**config.mk**
```make
export PLATFORM = sky130hd
export DESIGN_NAME = phy_data_end_flat
export DESIGN_NICKNAME = d
export VERILOG_FILES = /design/src/phy_mii_pkg.sv /design/src/mii_link_if.sv /design/src/phy_data_end.sv /design/src/stream_fifo.sv /design/src/flat_wrapper.sv
export SDC_FILE = /design/constraint.sdc
export NUM_CORES = 1
export LEC_CHECK = 0
export ABC_CLOCK_PERIOD_IN_PS = 4000
export CAP_MARGIN = 5
export CORE_AREA = 2 2 156 173
export DETAILED_ROUTE_END_ITERATION = 6
export DIE_AREA = 0 0 158 175
export DONT_BUFFER_PORTS = 1
export GPL_TIMING_DRIVEN = 0
export SETUP_SLACK_MARGIN = 0.05
export SYNTH_ARGS = -nofsm -noshare
export SYNTH_HDL_FRONTEND = slang
export SYNTH_SLANG_ARGS = --single-unit
```
**constraint.sdc**
```tcl
create_clock -name clk_in -period 4 [get_ports clk_in]
set_clock_uncertainty 0.1 [all_clocks]
set_input_delay 0.8 -clock clk_in [delete_from_list [all_inputs] [get_ports clk_in]]
set_output_delay 0.8 -clock clk_in [all_outputs]
set_load 0.05 [all_outputs]
```
**src/phy_mii_pkg.sv**
```systemverilog
// Constants and types shared by both ends of the nibble/di-bit data link.
// Assumes a single 25 MHz system clock and no software-visible registers.
package phy_mii_pkg;
    localparam int NIB_W = 4;
    localparam int DIBIT_W = 2;
    localparam int FIFO_DEPTH = 32;
    localparam int FIFO_W = 6;
    // Receive FIFO word layout: {err, last, nibble}
    localparam int FW_ERR = 5;
    localparam int FW_LAST = 4;
    localparam logic [3:0] ERR_NIBBLE = 4'hE;
    localparam logic [3:0] SFD_LO = 4'h5;
    localparam logic [3:0] SFD_HI = 4'hD;
    localparam logic [3:0] PRE_NIBBLE = 4'h5;
    localparam logic [3:0] ZERO_NIBBLE = 4'h0;
    localparam logic [1:0] IDLE_DIBIT = 2'h0;
    localparam logic [1:0] PRE_DIBIT = 2'h1;
    // Reference tick divider; stands in for the 50 MHz reference at this rate
    localparam int REF_DIV = 2;
    localparam logic [1:0] REF_LAST = 2'(REF_DIV - 1);
    typedef enum logic [2:0] {
        SYM_DATA = 3'h0,
        SYM_JK = 3'h1,
        SYM_TR = 3'h2,
        SYM_IDLE = 3'h3,
        SYM_ERR = 3'h4
    } line_sym_t;
    typedef enum logic [1:0] {
        RX_IDLE = 2'h0,
        RX_HUNT = 2'h1,
        RX_PASS = 2'h2
    } rx_state_t;
endpackage : phy_mii_pkg

```
**src/mii_link_if.sv**
```systemverilog
// Interface joining the transceiver end and the MAC end.
// Assumes both ends run on the same clk_in; link clocks are level signals.
`timescale 1ns/1ps
interface mii_link_if;
    logic tx_nibble_clock;
    logic tx_nibble_enable;
    logic tx_nibble_error;
    logic [3:0] txd;
    logic rx_nibble_clock;
    logic rx_nibble_valid;
    logic rx_nibble_error;
    logic [3:0] rxd;
    logic crs;
    logic col;
    logic ref_tick;
    logic crs_dv;
    modport phy (
        output tx_nibble_clock, rx_nibble_clock, rx_nibble_valid, rx_nibble_error,
        output rxd, crs, col, crs_dv,
        input tx_nibble_enable, tx_nibble_error, txd, ref_tick
    );
    modport mac (
        input tx_nibble_clock, rx_nibble_clock, rx_nibble_valid, rx_nibble_error,
        input rxd, crs, col, crs_dv,
        output tx_nibble_enable, tx_nibble_error, txd, ref_tick
    );
endinterface : mii_link_if

```
**src/phy_data_end.sv**
```systemverilog
// Transceiver end of the nibble / reduced di-bit data interface.
// Assumes a line front end on the same clock delivering decoded symbols.
//
// Overview of operation
// - Transmit clock from oscillator; sample on rising edge
// - MAC drives transmit signals on transmit clock
// - 100TX receive clock recovered; master clock if link down and autoneg off
// - 10T receive clock from line only during carrier
// - Receive outputs change on falling receive clock edge
// - MAC holds enable from preamble to last nibble
// - 100TX valid spans preamble through last data nibble
// - 10T drops preamble; valid starts at 5D
// - Error symbol raises error and sends 1110
// - Transmit error sends H symbols onto line
// - 100TX carrier sense follows J/K and T/R
// - Idle without T/R: drop carrier, one-cycle error
// - 10T carrier rises on preamble, falls on end
// - Half duplex collision when transmit and receive overlap
// - Reduced mode timed by reference clock, two-bit paths
// - Reduced mode upper transmit bits and error low
// - Carrier/valid rises at once on carrier detect
// - Carrier/valid falls on reference after last di-bit
// - Reduced receive di-bits, 00 until decoding starts
// - MAC ignores di-bits while carrier/valid low
// - MAC reduced enable spans preamble to final di-bit
// - Di-bits taken only while enable high; idle 00
// - MAC regenerates collision from enable and carrier/valid
`timescale 1ns/1ps
module phy_data_end
    import phy_mii_pkg::*;
(
    input wire logic clk_in,
    input wire logic rst_b_in,
    mii_link_if.phy link,
    input wire logic rmii_mode_in,
    input wire logic speed_100_in,
    input wire logic full_duplex_in,
    input wire logic link_up_in,
    input wire logic autoneg_en_in,
    input wire logic line_carrier_in,
    input wire logic line_rx_clk_tick_in,
    input wire logic line_rx_valid_in,
    input wire phy_mii_pkg::line_sym_t line_rx_sym_in,
    input wire logic [phy_mii_pkg::NIB_W-1:0] line_rx_nibble_in,
    output logic line_rx_ready_out,
    output logic line_tx_valid_out,
    output logic [phy_mii_pkg::NIB_W-1:0] line_tx_nibble_out,
    output logic line_tx_halt_out,
    output logic rx_clk_from_line_out
);
    import phy_mii_pkg::*;

    logic tx_clk_ff;
    logic rx_clk_ff;
    logic tx_valid_ff;
    logic [NIB_W-1:0] tx_nibble_ff;
    logic tx_halt_ff;
    logic [DIBIT_W-1:0] tx_lo_ff;
    logic tx_half_ff;
    rx_state_t rx_state_ff;
    logic crs_ff;
    logic idle_err_ff;
    logic pend_v_ff;
    logic [NIB_W:0] pend_ff;
    logic use_line_ff;
    logic rx_tick;
    logic rx_fall;
    logic tx_rise;
    logic take;
    logic wr_valid;
    logic [FIFO_W-1:0] wr_word;
    logic fifo_wr_ready;
    logic fifo_rd_valid;
    logic [FIFO_W-1:0] fifo_rd_word;
    logic fifo_pop;
    logic [NIB_W-1:0] rxd_ff;
    logic rx_valid_ff;
    logic rx_err_ff;
    logic [NIB_W-1:0] cur_ff;
    logic cur_v_ff;
    logic cur_last_ff;
    logic dib_hi_ff;
    logic dv_active_ff;
    logic is_end;

    // Transmit clock is the oscillator divided by two
    assign tx_rise = ~tx_clk_ff;
    always_ff @(posedge clk_in or negedge rst_b_in) begin
        if (!rst_b_in) begin
            tx_clk_ff <= 1'b0;
        end else begin
            tx_clk_ff <= rmii_mode_in ? 1'b0 : ~tx_clk_ff;
        end
    end

    // Receive clock source: line recovery or master oscillator
    always_ff @(posedge clk_in or negedge rst_b_in) begin
        if (!rst_b_in) begin
            use_line_ff <= 1'b0;
        end else if (speed_100_in) begin
            use_line_ff <= link_up_in | autoneg_en_in;
        end else begin
            use_line_ff <= crs_ff;
        end
    end
    assign rx_clk_from_line_out = use_line_ff;
    assign rx_tick = use_line_ff ? line_rx_clk_tick_in : 1'b1;
    assign rx_fall = rx_clk_ff & rx_tick;

    always_ff @(posedge clk_in or negedge rst_b_in) begin
        if (!rst_b_in) begin
            rx_clk_ff <= 1'b0;
        end else if (rmii_mode_in) begin
            rx_clk_ff <= 1'b0;
        end else if (rx_tick) begin
            rx_clk_ff <= ~rx_clk_ff;
        end
    end

    // Transmit capture toward the line; one strobe per nibble
    always_ff @(posedge clk_in or negedge rst_b_in) begin
        if (!rst_b_in) begin
            tx_valid_ff <= 1'b0;
            tx_nibble_ff <= ZERO_NIBBLE;
            tx_halt_ff <= 1'b0;
            tx_lo_ff <= IDLE_DIBIT;
            tx_half_ff <= 1'b0;
        end else if (!rmii_mode_in) begin
            tx_valid_ff <= tx_rise & link.tx_nibble_enable;
            if (tx_rise) begin
                tx_nibble_ff <= link.txd;
                tx_halt_ff <= link.tx_nibble_enable & link.tx_nibble_error;
            end
        end else begin
            tx_valid_ff <= 1'b0;
            tx_halt_ff <= 1'b0;
            if (link.ref_tick) begin
                if (!link.tx_nibble_enable) begin
                    tx_half_ff <= 1'b0;
                end else if (!tx_half_ff) begin
                    tx_lo_ff <= link.txd[1:0];
                    tx_half_ff <= 1'b1;
                end else begin
                    tx_nibble_ff <= {link.txd[1:0], tx_lo_ff};
                    tx_valid_ff <= 1'b1;
                    tx_half_ff <= 1'b0;
                end
            end
        end
    end
    assign line_tx_valid_out = tx_valid_ff;
    assign line_tx_nibble_out = tx_nibble_ff;
    assign line_tx_halt_out = tx_halt_ff;

    // Symbol intake; one nibble of lookahead marks the frame's last nibble
    assign take = line_rx_valid_in & fifo_wr_ready;
    assign line_rx_ready_out = fifo_wr_ready;
    assign is_end = (line_rx_sym_in == SYM_TR) || (line_rx_sym_in == SYM_IDLE);
    always_comb begin
        wr_valid = 1'b0;
        wr_word = {pend_ff[NIB_W], 1'b0, pend_ff[NIB_W-1:0]};
        if (take && pend_v_ff) begin
            unique case (rx_state_ff)
                RX_PASS: begin
                    wr_valid = 1'b1;
                    wr_word[FW_LAST] = is_end;
                end
                RX_HUNT: begin
                    wr_valid = (pend_ff[NIB_W-1:0] == SFD_LO) && (line_rx_nibble_in == SFD_HI);
                end
                RX_IDLE: begin
                    wr_valid = 1'b0;
                end
                default: begin
                    wr_valid = 1'b0;
                end
            endcase
        end
    end

    // Receive frame state, carrier sense and lookahead nibble
    always_ff @(posedge clk_in or negedge rst_b_in) begin
        if (!rst_b_in) begin
            rx_state_ff <= RX_IDLE;
            crs_ff <= 1'b0;
            pend_v_ff <= 1'b0;
            pend_ff <= '0;
        end else if (take) begin
            if (rx_state_ff == RX_IDLE) begin
                pend_v_ff <= 1'b0;
                if (speed_100_in && line_rx_sym_in == SYM_JK) begin
                    crs_ff <= 1'b1;
                    rx_state_ff <= RX_PASS;
                end else if (!speed_100_in && line_rx_sym_in == SYM_DATA &&
                             line_rx_nibble_in == PRE_NIBBLE) begin
                    crs_ff <= 1'b1;
                    rx_state_ff <= RX_HUNT;
                    pend_v_ff <= 1'b1;
                    pend_ff <= {1'b0, line_rx_nibble_in};
                end
            end else if (is_end) begin
                crs_ff <= 1'b0;
                rx_state_ff <= RX_IDLE;
                pend_v_ff <= 1'b0;
            end else begin
                if (wr_valid) begin
                    rx_state_ff <= RX_PASS;
                end
                pend_v_ff <= 1'b1;
                if (line_rx_sym_in == SYM_ERR) begin
                    pend_ff <= {1'b1, ERR_NIBBLE};
                end else begin
                    pend_ff <= {1'b0, line_rx_nibble_in};
                end
            end
        end
    end

    // Idle without T/R: error flag held until the next receive update
    always_ff @(posedge clk_in or negedge rst_b_in) begin
        if (!rst_b_in) begin
            idle_err_ff <= 1'b0;
        end else if (take && speed_100_in && rx_state_ff == RX_PASS &&
                     line_rx_sym_in == SYM_IDLE) begin
            idle_err_ff <= 1'b1;
        end else if (rx_fall || (rmii_mode_in && link.ref_tick)) begin
            idle_err_ff <= 1'b0;
        end
    end

    stream_fifo #(
        .WIDTH(FIFO_W),
        .DEPTH(FIFO_DEPTH)
    ) rx_fifo (
        .clk_in(clk_in),
        .rst_b_in(rst_b_in),
        .in_valid_in(wr_valid),
        .in_data_in(wr_word),
        .in_ready_out(fifo_wr_ready),
        .out_valid_out(fifo_rd_valid),
        .out_data_out(fifo_rd_word),
        .out_ready_in(fifo_pop)
    );

    // Drain: one nibble per receive clock, or two di-bits per word
    assign fifo_pop = rmii_mode_in ? (link.ref_tick && !(cur_v_ff && !dib_hi_ff))
                                   : rx_fall;

    always_ff @(posedge clk_in or negedge rst_b_in) begin
        if (!rst_b_in) begin
            rxd_ff <= ZERO_NIBBLE;
            rx_valid_ff <= 1'b0;
            rx_err_ff <= 1'b0;
            cur_ff <= ZERO_NIBBLE;
            cur_v_ff <= 1'b0;
            cur_last_ff <= 1'b0;
            dib_hi_ff <= 1'b0;
            dv_active_ff <= 1'b0;
        end else if (!rmii_mode_in) begin
            if (rx_fall) begin
                rx_valid_ff <= fifo_rd_valid;
                rxd_ff <= fifo_rd_valid ? fifo_rd_word[NIB_W-1:0] : ZERO_NIBBLE;
                rx_err_ff <= (fifo_rd_valid & fifo_rd_word[FW_ERR]) | idle_err_ff;
            end
        end else if (link.ref_tick) begin
            rx_valid_ff <= 1'b0;
            if (cur_v_ff && !dib_hi_ff) begin
                rxd_ff <= {2'h0, cur_ff[3:2]};
                dib_hi_ff <= 1'b1;
                if (cur_last_ff) begin
                    cur_v_ff <= 1'b0;
                end
            end else if (fifo_rd_valid) begin
                cur_ff <= fifo_rd_word[NIB_W-1:0];
                cur_last_ff <= fifo_rd_word[FW_LAST];
                cur_v_ff <= 1'b1;
                dib_hi_ff <= 1'b0;
                dv_active_ff <= 1'b1;
                rxd_ff <= {2'h0, fifo_rd_word[1:0]};
                rx_err_ff <= fifo_rd_word[FW_ERR] | idle_err_ff;
            end else begin
                rxd_ff <= {2'h0, IDLE_DIBIT};
                cur_v_ff <= 1'b0;
                dv_active_ff <= 1'b0;
                rx_err_ff <= idle_err_ff;
            end
        end
    end

    // Link outputs; the unused interface stays quiet
    assign link.tx_nibble_clock = tx_clk_ff;
    assign link.rx_nibble_clock = rx_clk_ff;
    assign link.rxd = rxd_ff;
    assign link.rx_nibble_valid = rx_valid_ff;
    assign link.rx_nibble_error = rx_err_ff;
    assign link.crs = ~rmii_mode_in & crs_ff;
    // Collision is combinational on purpose: no clock may delay it
    assign link.col = ~rmii_mode_in & ~full_duplex_in & link.tx_nibble_enable & crs_ff;
    // Raw carrier detect raises this at once; fall waits for the last di-bit
    assign link.crs_dv = rmii_mode_in & (line_carrier_in | dv_active_ff);
endmodule : phy_data_end

```
**src/stream_fifo.sv**
```systemverilog
// Synchronous FIFO with valid/ready on both sides.
// Assumes one clock; in_ready_out low when full, out_valid_out low when empty.
`timescale 1ns/1ps
module stream_fifo #(
    parameter int WIDTH = 6,
    parameter int DEPTH = 32
) (
    input wire logic clk_in,
    input wire logic rst_b_in,
    input wire logic in_valid_in,
    input wire logic [WIDTH-1:0] in_data_in,
    output logic in_ready_out,
    output logic out_valid_out,
    output logic [WIDTH-1:0] out_data_out,
    input wire logic out_ready_in
);
    localparam int AW = $clog2(DEPTH);
    logic [WIDTH-1:0] mem [DEPTH];
    logic [AW-1:0] wr_ptr_ff;
    logic [AW-1:0] rd_ptr_ff;
    logic [AW:0] count_ff;
    logic push;
    logic pop;

    // Honest flags from the occupancy count
    assign in_ready_out = (count_ff != (AW+1)'(DEPTH));
    assign out_valid_out = (count_ff != '0);
    assign out_data_out = mem[rd_ptr_ff];
    assign push = in_valid_in & in_ready_out;
    assign pop = out_valid_out & out_ready_in;

    // Storage written without reset; only pointers and count need a defined value
    always_ff @(posedge clk_in) begin
        if (push) begin
            mem[wr_ptr_ff] <= in_data_in;
        end
    end

    // Pointers and count
    always_ff @(posedge clk_in or negedge rst_b_in) begin
        if (!rst_b_in) begin
            wr_ptr_ff <= '0;
            rd_ptr_ff <= '0;
            count_ff <= '0;
        end else begin
            if (push) begin
                wr_ptr_ff <= (wr_ptr_ff == AW'(DEPTH - 1)) ? '0 : wr_ptr_ff + 1'b1;
            end
            if (pop) begin
                rd_ptr_ff <= (rd_ptr_ff == AW'(DEPTH - 1)) ? '0 : rd_ptr_ff + 1'b1;
            end
            if (push && !pop) begin
                count_ff <= count_ff + 1'b1;
            end else if (pop && !push) begin
                count_ff <= count_ff - 1'b1;
            end
        end
    end
endmodule : stream_fifo

```
**src/flat_wrapper.sv**
```systemverilog
// flat-port wrapper written by rule: the top's interface ports become plain ports
module phy_data_end_flat import phy_mii_pkg::*;
  (clk_in, rst_b_in, rmii_mode_in, speed_100_in, full_duplex_in, link_up_in, autoneg_en_in, line_carrier_in, line_rx_clk_tick_in, line_rx_valid_in, line_rx_sym_in, line_rx_nibble_in, line_rx_ready_out, line_tx_valid_out, line_tx_nibble_out, line_tx_halt_out, rx_clk_from_line_out, link_tx_nibble_clock, link_rx_nibble_clock, link_rx_nibble_valid, link_rx_nibble_error, link_rxd, link_crs, link_col, link_crs_dv, link_tx_nibble_enable, link_tx_nibble_error, link_txd, link_ref_tick);
  mii_link_if link_i ();
  input wire logic clk_in;
  input wire logic rst_b_in;
  input wire logic rmii_mode_in;
  input wire logic speed_100_in;
  input wire logic full_duplex_in;
  input wire logic link_up_in;
  input wire logic autoneg_en_in;
  input wire logic line_carrier_in;
  input wire logic line_rx_clk_tick_in;
  input wire logic line_rx_valid_in;
  input wire phy_mii_pkg::line_sym_t line_rx_sym_in;
  input wire logic [phy_mii_pkg::NIB_W-1:0] line_rx_nibble_in;
  output logic line_rx_ready_out;
  output logic line_tx_valid_out;
  output logic [phy_mii_pkg::NIB_W-1:0] line_tx_nibble_out;
  output logic line_tx_halt_out;
  output logic rx_clk_from_line_out;
  output wire logic [$bits(link_i.tx_nibble_clock)-1:0] link_tx_nibble_clock;
  output wire logic [$bits(link_i.rx_nibble_clock)-1:0] link_rx_nibble_clock;
  output wire logic [$bits(link_i.rx_nibble_valid)-1:0] link_rx_nibble_valid;
  output wire logic [$bits(link_i.rx_nibble_error)-1:0] link_rx_nibble_error;
  output wire logic [$bits(link_i.rxd)-1:0] link_rxd;
  output wire logic [$bits(link_i.crs)-1:0] link_crs;
  output wire logic [$bits(link_i.col)-1:0] link_col;
  output wire logic [$bits(link_i.crs_dv)-1:0] link_crs_dv;
  input wire logic [$bits(link_i.tx_nibble_enable)-1:0] link_tx_nibble_enable;
  input wire logic [$bits(link_i.tx_nibble_error)-1:0] link_tx_nibble_error;
  input wire logic [$bits(link_i.txd)-1:0] link_txd;
  input wire logic [$bits(link_i.ref_tick)-1:0] link_ref_tick;
  assign link_tx_nibble_clock = link_i.tx_nibble_clock;
  assign link_rx_nibble_clock = link_i.rx_nibble_clock;
  assign link_rx_nibble_valid = link_i.rx_nibble_valid;
  assign link_rx_nibble_error = link_i.rx_nibble_error;
  assign link_rxd = link_i.rxd;
  assign link_crs = link_i.crs;
  assign link_col = link_i.col;
  assign link_crs_dv = link_i.crs_dv;
  assign link_i.tx_nibble_enable = link_tx_nibble_enable;
  assign link_i.tx_nibble_error = link_tx_nibble_error;
  assign link_i.txd = link_txd;
  assign link_i.ref_tick = link_ref_tick;
  phy_data_end u_core (.clk_in(clk_in), .rst_b_in(rst_b_in), .link(link_i), .rmii_mode_in(rmii_mode_in), .speed_100_in(speed_100_in), .full_duplex_in(full_duplex_in), .link_up_in(link_up_in), .autoneg_en_in(autoneg_en_in), .line_carrier_in(line_carrier_in), .line_rx_clk_tick_in(line_rx_clk_tick_in), .line_rx_valid_in(line_rx_valid_in), .line_rx_sym_in(line_rx_sym_in), .line_rx_nibble_in(line_rx_nibble_in), .line_rx_ready_out(line_rx_ready_out), .line_tx_valid_out(line_tx_valid_out), .line_tx_nibble_out(line_tx_nibble_out), .line_tx_halt_out(line_tx_halt_out), .rx_clk_from_line_out(rx_clk_from_line_out));
endmodule
```
==> out/results.ini, run 1 <==
[run]
drv_cap = 0

[finish]
final_util_pct = 44.3
final_layout_size_suffix_gt1_share_pct = 18.1
final_area_um2 = 11500
area_growth_pct = 12.4
fillCellCount = 2275
nets = 707
diodes = 0

[clock_tree]
cts.clk_slew.worst_paths_ps = 60
cts_tree = done
cts-root-buf = clkbuf_16
cts_buffers = 24
clk_latency_ps = 510
clock_path_buffers = 3
h-tree-depth = 1
cts.sinks = 242

[logic_synthesis]
synth-edff-count = 192
ys.flop_type = edfxtp_1
synthCells = 639
synth_cell_types = 66
synthArstFlopShare_pct = 20.7
ys_seq_area_share_pct = 68.7
syn-num-nets = 679
avgSynthCellArea_um2 = 16.0
netlist_area_um2 = 10200
synth-seq-cells = 242
synth_warnings = 0

[critical_path]
max_stage_delay_ps = 620
path_common_cell = ha_1
r2r.worst_path.cells = 12
r2r-start = u_core.pend_ff[3]$_DFFE_PN0P_
r2r_slack_ps = 400
end_kind = flip-flop
cp.required_ps = 4340
cp_cell_sequence = and4b_1, a41oi_1, nor3_4, buf_2, ha_1, inv_1, ha_1, a21o_1, a21oi_1, or4_1, nand3_1, xor2_1
cp_max_fo = 34
worstReg2RegEnd = u_core.rx_fifo.count_ff[5]$_DFFE_PN0P_
cp-start-kind = flip-flop
crit_type = reg -> reg
cp.arrival_ps = 3940
slowest_stage = dfrtp_2

[timing]
max-slew-margin-rel_pct = 20.8
period_share_pct = 90.1
max_clock_freq_mhz = 278
min_period_ps = 3600
grt_setup_unrepaired = no
hold_ws_ps = 35.3
layout_setup_ws_ps = 397
setup_viol = 0
tightest_slew_ps = 1190
report.final.slew_viol_count = 0
hold_viol = 0
finalSetupTns_ps = 0

[grt]
grt_max_degree = 51
grt_pass1_wl_um = 35000
globalRouteTotalUtil_pct = 16.7
grt-ovfl-total = 0
grt_antenna_before_repair = 0
grt_pass1_vias = 5865

[detailed_routing]
drtPass1Iterations = 6
drt_iter0_drc = 674
ant_nets = 0
viasPerCell = 5.53
drt_wl_total_um = 22800
vias = 5724
drc_errors = 0
wire_per_inst_um = 22.0

[floorplan]
core_area_um2 = 25900
initial_core_util_pct = 39.4
pin_count = 43
placementRows = 62
die_x_um = 158
die_h_um = 175
die-area_um2 = 27700

[worst_hold_path]
holdCritPathClass = in -> async

[placed_design]
portBuffers = 0
place_ws_ps = -330
placed_area_um2 = 10700
dp_hpwl_um = 15600
place_congestion = 0.849

[pwr]
p_per_area_nw_per_um2 = 702
ir_worst_vdd_mv = 0.285
leakage_uw = 0.00389

[outcome]
status = completed

[Yosys cell counts, drive strengths merged (2+ instances only)]
master | instances | share of area (%)
a31oi | 6 | 0.37
a22o | 3 | 0.26
or3 | 3 | 0.18
xor2 | 2 | 0.17
nand4 | 2 | 0.12
and2 | 4 | 0.27
a21oi | 21 | 1.0
o22ai | 12 | 0.74
or2 | 2 | 0.12
nor4 | 5 | 0.31
nand3 | 15 | 0.86
clkbuf | 12 | 0.44
nor2 | 67 | 2.5
nand3b | 6 | 0.44
edfxtp | 192 | 56
nor3 | 4 | 0.25
or4 | 2 | 0.15
o21ai | 18 | 0.92
mux4 | 44 | 9.7
and3b | 3 | 0.26
nor2b | 8 | 0.49
ha | 15 | 1.8
o31ai | 2 | 0.15
inv | 13 | 0.48
nand2 | 37 | 1.4
nand2b | 6 | 0.37
a22oi | 3 | 0.22
nor4bb | 2 | 0.20
a21o | 3 | 0.22
nor4b | 4 | 0.34
mux2 | 13 | 1.4
and3 | 4 | 0.25
dfrtp | 50 | 12
xnor2 | 4 | 0.34
nor3b | 2 | 0.15
mux2i | 18 | 1.8
buf | 14 | 0.94
[layout by cell type (no fill, tap or decap), types with 12 or more instances in the layout]
master and instances:
nand3_1 14, clkbuf_1 13, clkbuf_16 25, o21ai_0 13, mux4_2 44, o22ai_1 12, nor2_1 67, nand2_1 35
a21oi_1 21, dfrtp_1 46, ha_1 15, mux2i_1 18, edfxtp_1 192, inv_1 12
[flip-flops by register name (all words and copies together), names as in the netlist, 2 cells and up]
signal and count:
u_core.cur_ff 2, u_core.rx_fifo.rd_ptr_ff 5, u_core.rx_fifo.mem 192, u_core.link.rxd 4, u_core.rx_state_ff 2, u_core.pend_ff 5, u_core.rx_fifo.wr_ptr_ff 5, u_core.tx_lo_ff 2
u_core.line_tx_nibble_out 4, u_core.rx_fifo.count_ff 6
[stage by stage]
| stage | total power (µW) | std cells |
|---|---|---|
| after floorplan | 5130 | 639 |
| after global placement | 5790 | 991 |
| after detailed placement | 5890 | 991 |
| after CTS | 8120 | 1035 |
| after global routing | 8440 | 1036 |
| final | 8060 | 1036 |
[per-layer routing]
| layer | track usage [%] | vias to the layer above | part of all wire [%] |
|---|---|---|---|
| met5 | 0 | - | 0 |
| met2 | 29.3 | 208 | 52 |
| met3 | 2.31 | 34 | 6.9 |
| met1 | 22.0 | 2946 | 39 |
| li1 | - | 2536 | - |
| met4 | 4.24 | 0 | 1.7 |
[worst max-delay path: cells and delay by family, from the launching register on]
| family | cells | cell delay, ps |
|---|---|---|
| adders and majority gates | 2 | 600 |
| AOI/OAI and AO/OA | 3 | 400 |
| buffers and inverters | 2 | 440 |
| xor gates and xnor gates | 1 | 150 |
| and+or+nand+nor | 4 | 1210 |
| DFF | 1 | 620 |
[cells by family after synthesis]
| group | after synthesis | share of synthesized area [%] |
|---|---|---|
| compound gates | 81 | 4.99 |
| xor+xnor | 6 | 0.515 |
| fa+ha+maj | 16 | 2.03 |
| buf+inv | 39 | 1.86 |
| flops | 242 | 68.7 |
| mux | 75 | 12.9 |
| simple gates | 180 | 8.98 |
[cell type report]
| cell class | count | area [µm²] | share of cell area, % |
|---|---|---|---|
| multi-input cells | 358 | 3010 | 26.2 |
| clock inverters | 17 | 153 | 1.33 |
| inverters | 13 | 48.8 | 0.425 |
| flip-flops and latches | 242 | 7020 | 61.2 |
| clock buffers | 26 | 629 | 5.48 |
| plain buffers | 26 | 141 | 1.23 |
| well taps | 352 | 440 | 3.84 |
| repair buffers | 2 | 35.0 | 0.305 |
[report_power, final]
group | internal (µW) | switching [µW]
Clock | 1280 | 942
Sequential | 3140 | 545
Combinational | 933 | 1220
Total | 5350 | 2710
[repair_timing]
action,in CTS,in global routing
resized for setup,4,2
setup endpoints to repair,3,3
setup buffers,0,1
endpoints found under the hold margin,50,0
hold buffers,1,0
pin swaps,0,1
[how the worst max path moves through the flow]
stage / cells past startpoint / start / endpoint
6_report: 12 / u_core.pend_ff[3]$_DFFE_PN0P_ / u_core.rx_fifo.count_ff[5]$_DFFE_PN0P_
5_1_grt: 12 / u_core.pend_ff[3]$_DFFE_PN0P_ / u_core.rx_fifo.count_ff[5]$_DFFE_PN0P_
4_1_cts: 12 / u_core.pend_ff[2]$_DFFE_PN0P_ / u_core.rx_fifo.count_ff[5]$_DFFE_PN0P_
3_5_place_dp: 12 / u_core.pend_ff[2]$_DFFE_PN0P_ / u_core.rx_fifo.count_ff[5]$_DFFE_PN0P_
3_3_place_gp: 12 / u_core.pend_ff[2]$_DFFE_PN0P_ / u_core.rx_fifo.count_ff[5]$_DFFE_PN0P_
2_1_floorplan: 12 / line_rx_nibble_in[1] / u_core.rx_fifo.count_ff[5]$_DFFE_PN0P_
Power figures use the tool's default switching activity.
==> run 2, diff against run 1 <==
ABC_CLOCK_PERIOD_IN_PS = 3700   (was 4000)
clock period = 3.7 ns   (was 4 ns; I/O delays follow)
==> out/results.ini, run 2 (synthesized netlist as in run 1, its figures left out) <==
[outcome]
status = completed

[detailed_routing]
drc_errors = 0
ant_nets = 0
viasPerCell = 5.55
vias = 5767
drt_iter0_drc = 694
wire_per_inst_um = 22.4
drtPass1Iterations = 5
drt_wl_total_um = 23200

[worst_hold_path]
min-delay-start = speed_100_in
holdCritPathClass = in -> reg
hold-path-cell-count = 1

[grt]
grt_max_degree = 51
met1_usage_pct = 22.1
globalRouteTotalUtil_pct = 16.8
grt.met3_usage_pct = 2.28
grt_antenna_before_repair = 0
grt_pass1_vias = 5882
use_met2_pct = 29.3
grt-ovfl-total = 0
busiest_layer = met2
grt_pass1_wl_um = 35100

[timing]
setup_viol = 0
period_share_pct = 91.7
report.final.slew_viol_count = 0
max-slew-margin-rel_pct = 20.3
hold_viol = 0
max_clock_freq_mhz = 295
tightest_slew_ps = 1200
min_period_ps = 3390
grt_setup_unrepaired = no

[floorplan]
core_area_um2 = 25900
pin_count = 43
die_h_um = 175
initial_core_util_pct = 39.4
die-area_um2 = 27700
die_x_um = 158
placementRows = 62

[critical_path]
r2r-start = u_core.rx_fifo.count_ff[0]$_DFFE_PN0P_
cp.arrival_ps = 2550
cp-start-kind = input pin
cp_max_fo = 10
startpoint = rmii_mode_in
crit_type = in -> out
end_kind = primary output
r2r.worst_path.cells = 12
cp.required_ps = 2860

[finish]
largestRegisters = u_core.rx_fifo.mem (192), u_core.rx_fifo.count_ff (6)
final_layout_size_suffix_gt1_share_pct = 18.8
nets = 710
diodes = 0
fillCellCount = 2268
final_cell_mix = edfxtp_1, nor2_1, dfrtp_1, mux4_2, nand2_1
final_common_cell = edfxtp_1
largest_reg_flops = 192
area_growth_pct = 13.0
top_register = u_core.rx_fifo.mem
final_cells = 1039

[clock_tree]
clock_path_buffers = 3
cts_buffers = 24
cts_tree = done
h-tree-depth = 1
cts-root-buf = clkbuf_16
cts.sinks = 242
cts.clk_slew.worst_paths_ps = 70
clk_latency_ps = 510

[placed_design]
dp_hpwl_um = 15600
place_congestion = 0.849
placed_cells = 991
portBuffers = 0

[pwr]
ir_worst_vdd_mv = 0.311
leakage_uw = 0.00391
p_total_uw = 8790
p_per_area_nw_per_um2 = 762

[run]
drv_cap = 0

-- run 2: layout make-up --
class | count | area [µm²] | area share (%)
sequential | 242 | 7030 | 60.9
multi-input combinational | 358 | 3020 | 26.2
clock buffer | 26 | 629 | 5.45
tap | 352 | 440 | 3.82
clock inverter | 17 | 153 | 1.32
buffer | 26 | 144 | 1.25
timing repair buffer | 5 | 71.3 | 0.618
inverter | 13 | 48.8 | 0.423
-- run 2: routing by layer --
metal / vias to the layer above / wire length [µm] / share of wire (%)
met2: 215 / 12100 / 52
met1: 2974 / 9230 / 40
met5: - / 0 / 0
met4: 0 / 425 / 1.8
li1: 2542 / - / -
met3: 36 / 1440 / 6.2
-- run 2: critical path: stages --
cell	delay, ps
clkbuf_1	260
nor2b_1	910
and3b_1	640
-- run 2: final timing paths --
path	slack [ps]	to
setup / recovery	310	link_col
hold / removal	200	u_core.rx_clk_from_line_out$_DFF_PN0_
hold reg to reg	390	u_core.dv_active_ff$_DFFE_PN0P_
setup reg to reg	340	u_core.rx_fifo.count_ff[5]$_DFFE_PN0P_
min in group asynchronous	640	u_core.rx_fifo.rd_ptr_ff[3]$_DFFE_PN0P_
max in group asynchronous	2600	u_core.pend_ff[0]$_DFFE_PN0P_
-- run 2: power by group --
group	total [µW]	switching [µW]	internal [µW]
clock	2400	1020	1380
sequential	3960	556	3400
combinational	2430	1390	1040
total	8790	2970	5820
-- run 2: stage by stage --
stage               setup WS [ps]  TNS (ps)  hold slack [ps]  area, µm²  utilization (%)
floorplan                     412         0              344      10200                -
CTS                           113         0              182      11500             44.4
detailed placement           -630     -2550              346      10700             41.1
finish                        307         0              205      11500             44.5
global placement             -408      -816              346      10700             41.1
global route                 56.7         0              195      11500             44.5
-- run 2: timing repair --
item / CTS / global route
cloned: 0 / 0
pin swaps: 1 / 1
endpoints found under the setup margin: 67 / 3
resized for setup: 8 / 5
setup buffers: 1 / 2
hold buffers: 2 / 0
endpoints found under the hold margin: 50 / 0
==> run 3, diff against run 2 <==
GPL_TIMING_DRIVEN = default   (was 0)
SKIP_CTS_REPAIR_TIMING = 1   (was default)
==> out/results.ini, run 3 (synthesized netlist as in run 1, its figures left out) <==
[worst_hold_path]
hold-path-cell-count = 1
holdCritPathClass = in -> reg
holdPathEnd = u_core.line_tx_halt_out$_DFFE_PN0P_
min-delay-start = rmii_mode_in

[finish]
area_growth_pct = 12.8
final_common_cell = edfxtp_1
final_cell_mix = edfxtp_1, nor2_1, dfrtp_1, mux4_2, nand2_1
largest_reg_flops = 192
final_layout_size_suffix_gt1_share_pct = 17.7
final_util_pct = 44.5
regArea_um2 = 7020
multiInputGateArea_um2 = 3000
top_register = u_core.rx_fifo.mem
nets = 695
largestRegisters = u_core.rx_fifo.mem (192), u_core.rx_fifo.count_ff (6)
diodes = 0
fillCellCount = 2270

[floorplan]
die_h_um = 175
die_x_um = 158
initial_core_util_pct = 39.4
pin_count = 43
core_area_um2 = 25900
die-area_um2 = 27700
placementRows = 62

[critical_path]
cp-start-kind = flip-flop
worstReg2RegEnd = u_core.rx_fifo.count_ff[5]$_DFFE_PN0P_
r2r.worst_path.cells = 12
r2r-start = u_core.rx_fifo.count_ff[0]$_DFFE_PN0P_
crit_type = reg -> reg
end_kind = flip-flop
r2r_slack_ps = 320
cp_max_fo = 9
cp.arrival_ps = 3720
cp.required_ps = 4040

[timing]
min_period_ps = 3380
max_clock_freq_mhz = 296
grt_setup_unrepaired = no
hold_viol = 0
tightest_slew_ps = 1090
setup_viol = 0
max-slew-margin-rel_pct = 27.6
period_share_pct = 91.5
finalSetupTns_ps = 0
report.final.slew_viol_count = 0

[placed_design]
dp_hpwl_um = 13900
place_congestion = 0.787
portBuffers = 0

[grt]
grt-ovfl-total = 0
grt_max_degree = 51
grt_antenna_before_repair = 0
grt_pass1_vias = 5916
grt_pass1_wl_um = 33300
globalRouteTotalUtil_pct = 15.7

[clock_tree]
cts.clk_slew.worst_paths_ps = 70
cts.sinks = 242
cts_buffers = 24
cts-root-buf = clkbuf_16
clk_latency_ps = 510
h-tree-depth = 1
clock_path_buffers = 3
cts_tree = done

[pwr]
switching_share_pct = 32.2
p_seq_share_pct = 44.4
power_frac_clock_pct = 28.7
p_per_area_nw_per_um2 = 759
leakage_uw = 0.00391
intPower_uw = 5930
power.net_switching_uw = 2810
ir_worst_vdd_mv = 0.322
p_comb_share_pct = 26.8

[detailed_routing]
vias = 5468
drc_errors = 0
wire_per_inst_um = 20.8
ant_nets = 0
drt_iter0_drc = 334
drtPass1Iterations = 4
drt_wl_total_um = 21300
viasPerCell = 5.33

[run]
drv_cap = 0

[outcome]
status = completed

## run 3: cell types whose count changed in the layout (fill, tap and decap cells not counted), sizes merged
cell	delta
clkinvlp	-2
clkbuf	-3
buf	-3
inv	-3
clkinv	-3
## run 3: critical path: stages, from the launching register on
cell	delay (ps)
dfrtp_1	450
nor4_1	360
and2_1	300
and2b_2	290
inv_2	130
ha_1	270
inv_1	160
ha_1	300
a21o_1	100
a21oi_1	100
or4_1	470
nand3_1	120
xor2_1	150
## run 3: cell type report
type	instances	area share (%)
Clock inverter	9	0.880
Clock buffer	35	6.39
Multi-Input combinational cell	358	26.1
Sequential cell	242	60.9
Timing Repair Buffer	16	1.46
Inverter	13	0.424
Tap cell	352	3.82
## run 3: routing by layer
layer	track usage [%]	up-vias	routed length, µm
met2	27.9	141	11100
met3	2.50	29	1170
met1	20.0	2784	8660
li1	-	2514	-
met5	0	-	0
met4	4.35	0	459
## run 3: worst max path at each step
stage | startpoint | endpoint | slack, ps | cells past startpoint
floorplan | line_rx_nibble_in[1] | u_core.rx_fifo.count_ff[5]$_DFFE_PN0P_ | 410 | 12
global placement | line_rx_clk_tick_in | u_core.rx_fifo.count_ff[5]$_DFFE_PN0P_ | 350 | 12
detailed placement | line_rx_clk_tick_in | u_core.rx_fifo.count_ff[5]$_DFFE_PN0P_ | 260 | 12
CTS | u_core.rx_fifo.count_ff[0]$_DFFE_PN0P_ | u_core.rx_fifo.count_ff[5]$_DFFE_PN0P_ | 320 | 12
global route | u_core.rx_fifo.count_ff[0]$_DFFE_PN0P_ | u_core.rx_fifo.count_ff[5]$_DFFE_PN0P_ | 70 | 12
finish | u_core.rx_fifo.count_ff[0]$_DFFE_PN0P_ | u_core.rx_fifo.count_ff[5]$_DFFE_PN0P_ | 320 | 12
## run 3: per-stage QoR
| step | hold slack, ps | total power [µW] | instance area [µm²] | instances | setup WS [ps] |
|---|---|---|---|---|---|
| floorplan | 344 | 5550 | 10200 | 639 | 412 |
| global placement | 346 | 6200 | 10600 | 979 | 350 |
| detailed placement | 346 | 6300 | 10600 | 979 | 262 |
| CTS | -203 | 8830 | 11500 | 1023 | 320 |
| global route | 168 | 9180 | 11500 | 1025 | 72.7 |
| finish | 190 | 8740 | 11500 | 1025 | 316 |
## run 3: power by group through the flow
stage	registers, µW	logic [µW]	clock network, µW
global placement	3920	2280	0
floorplan	3840	1710	0
finish	3880	2350	2510
global route	3930	2580	2670
CTS	3890	2370	2570
detailed placement	3940	2350	0
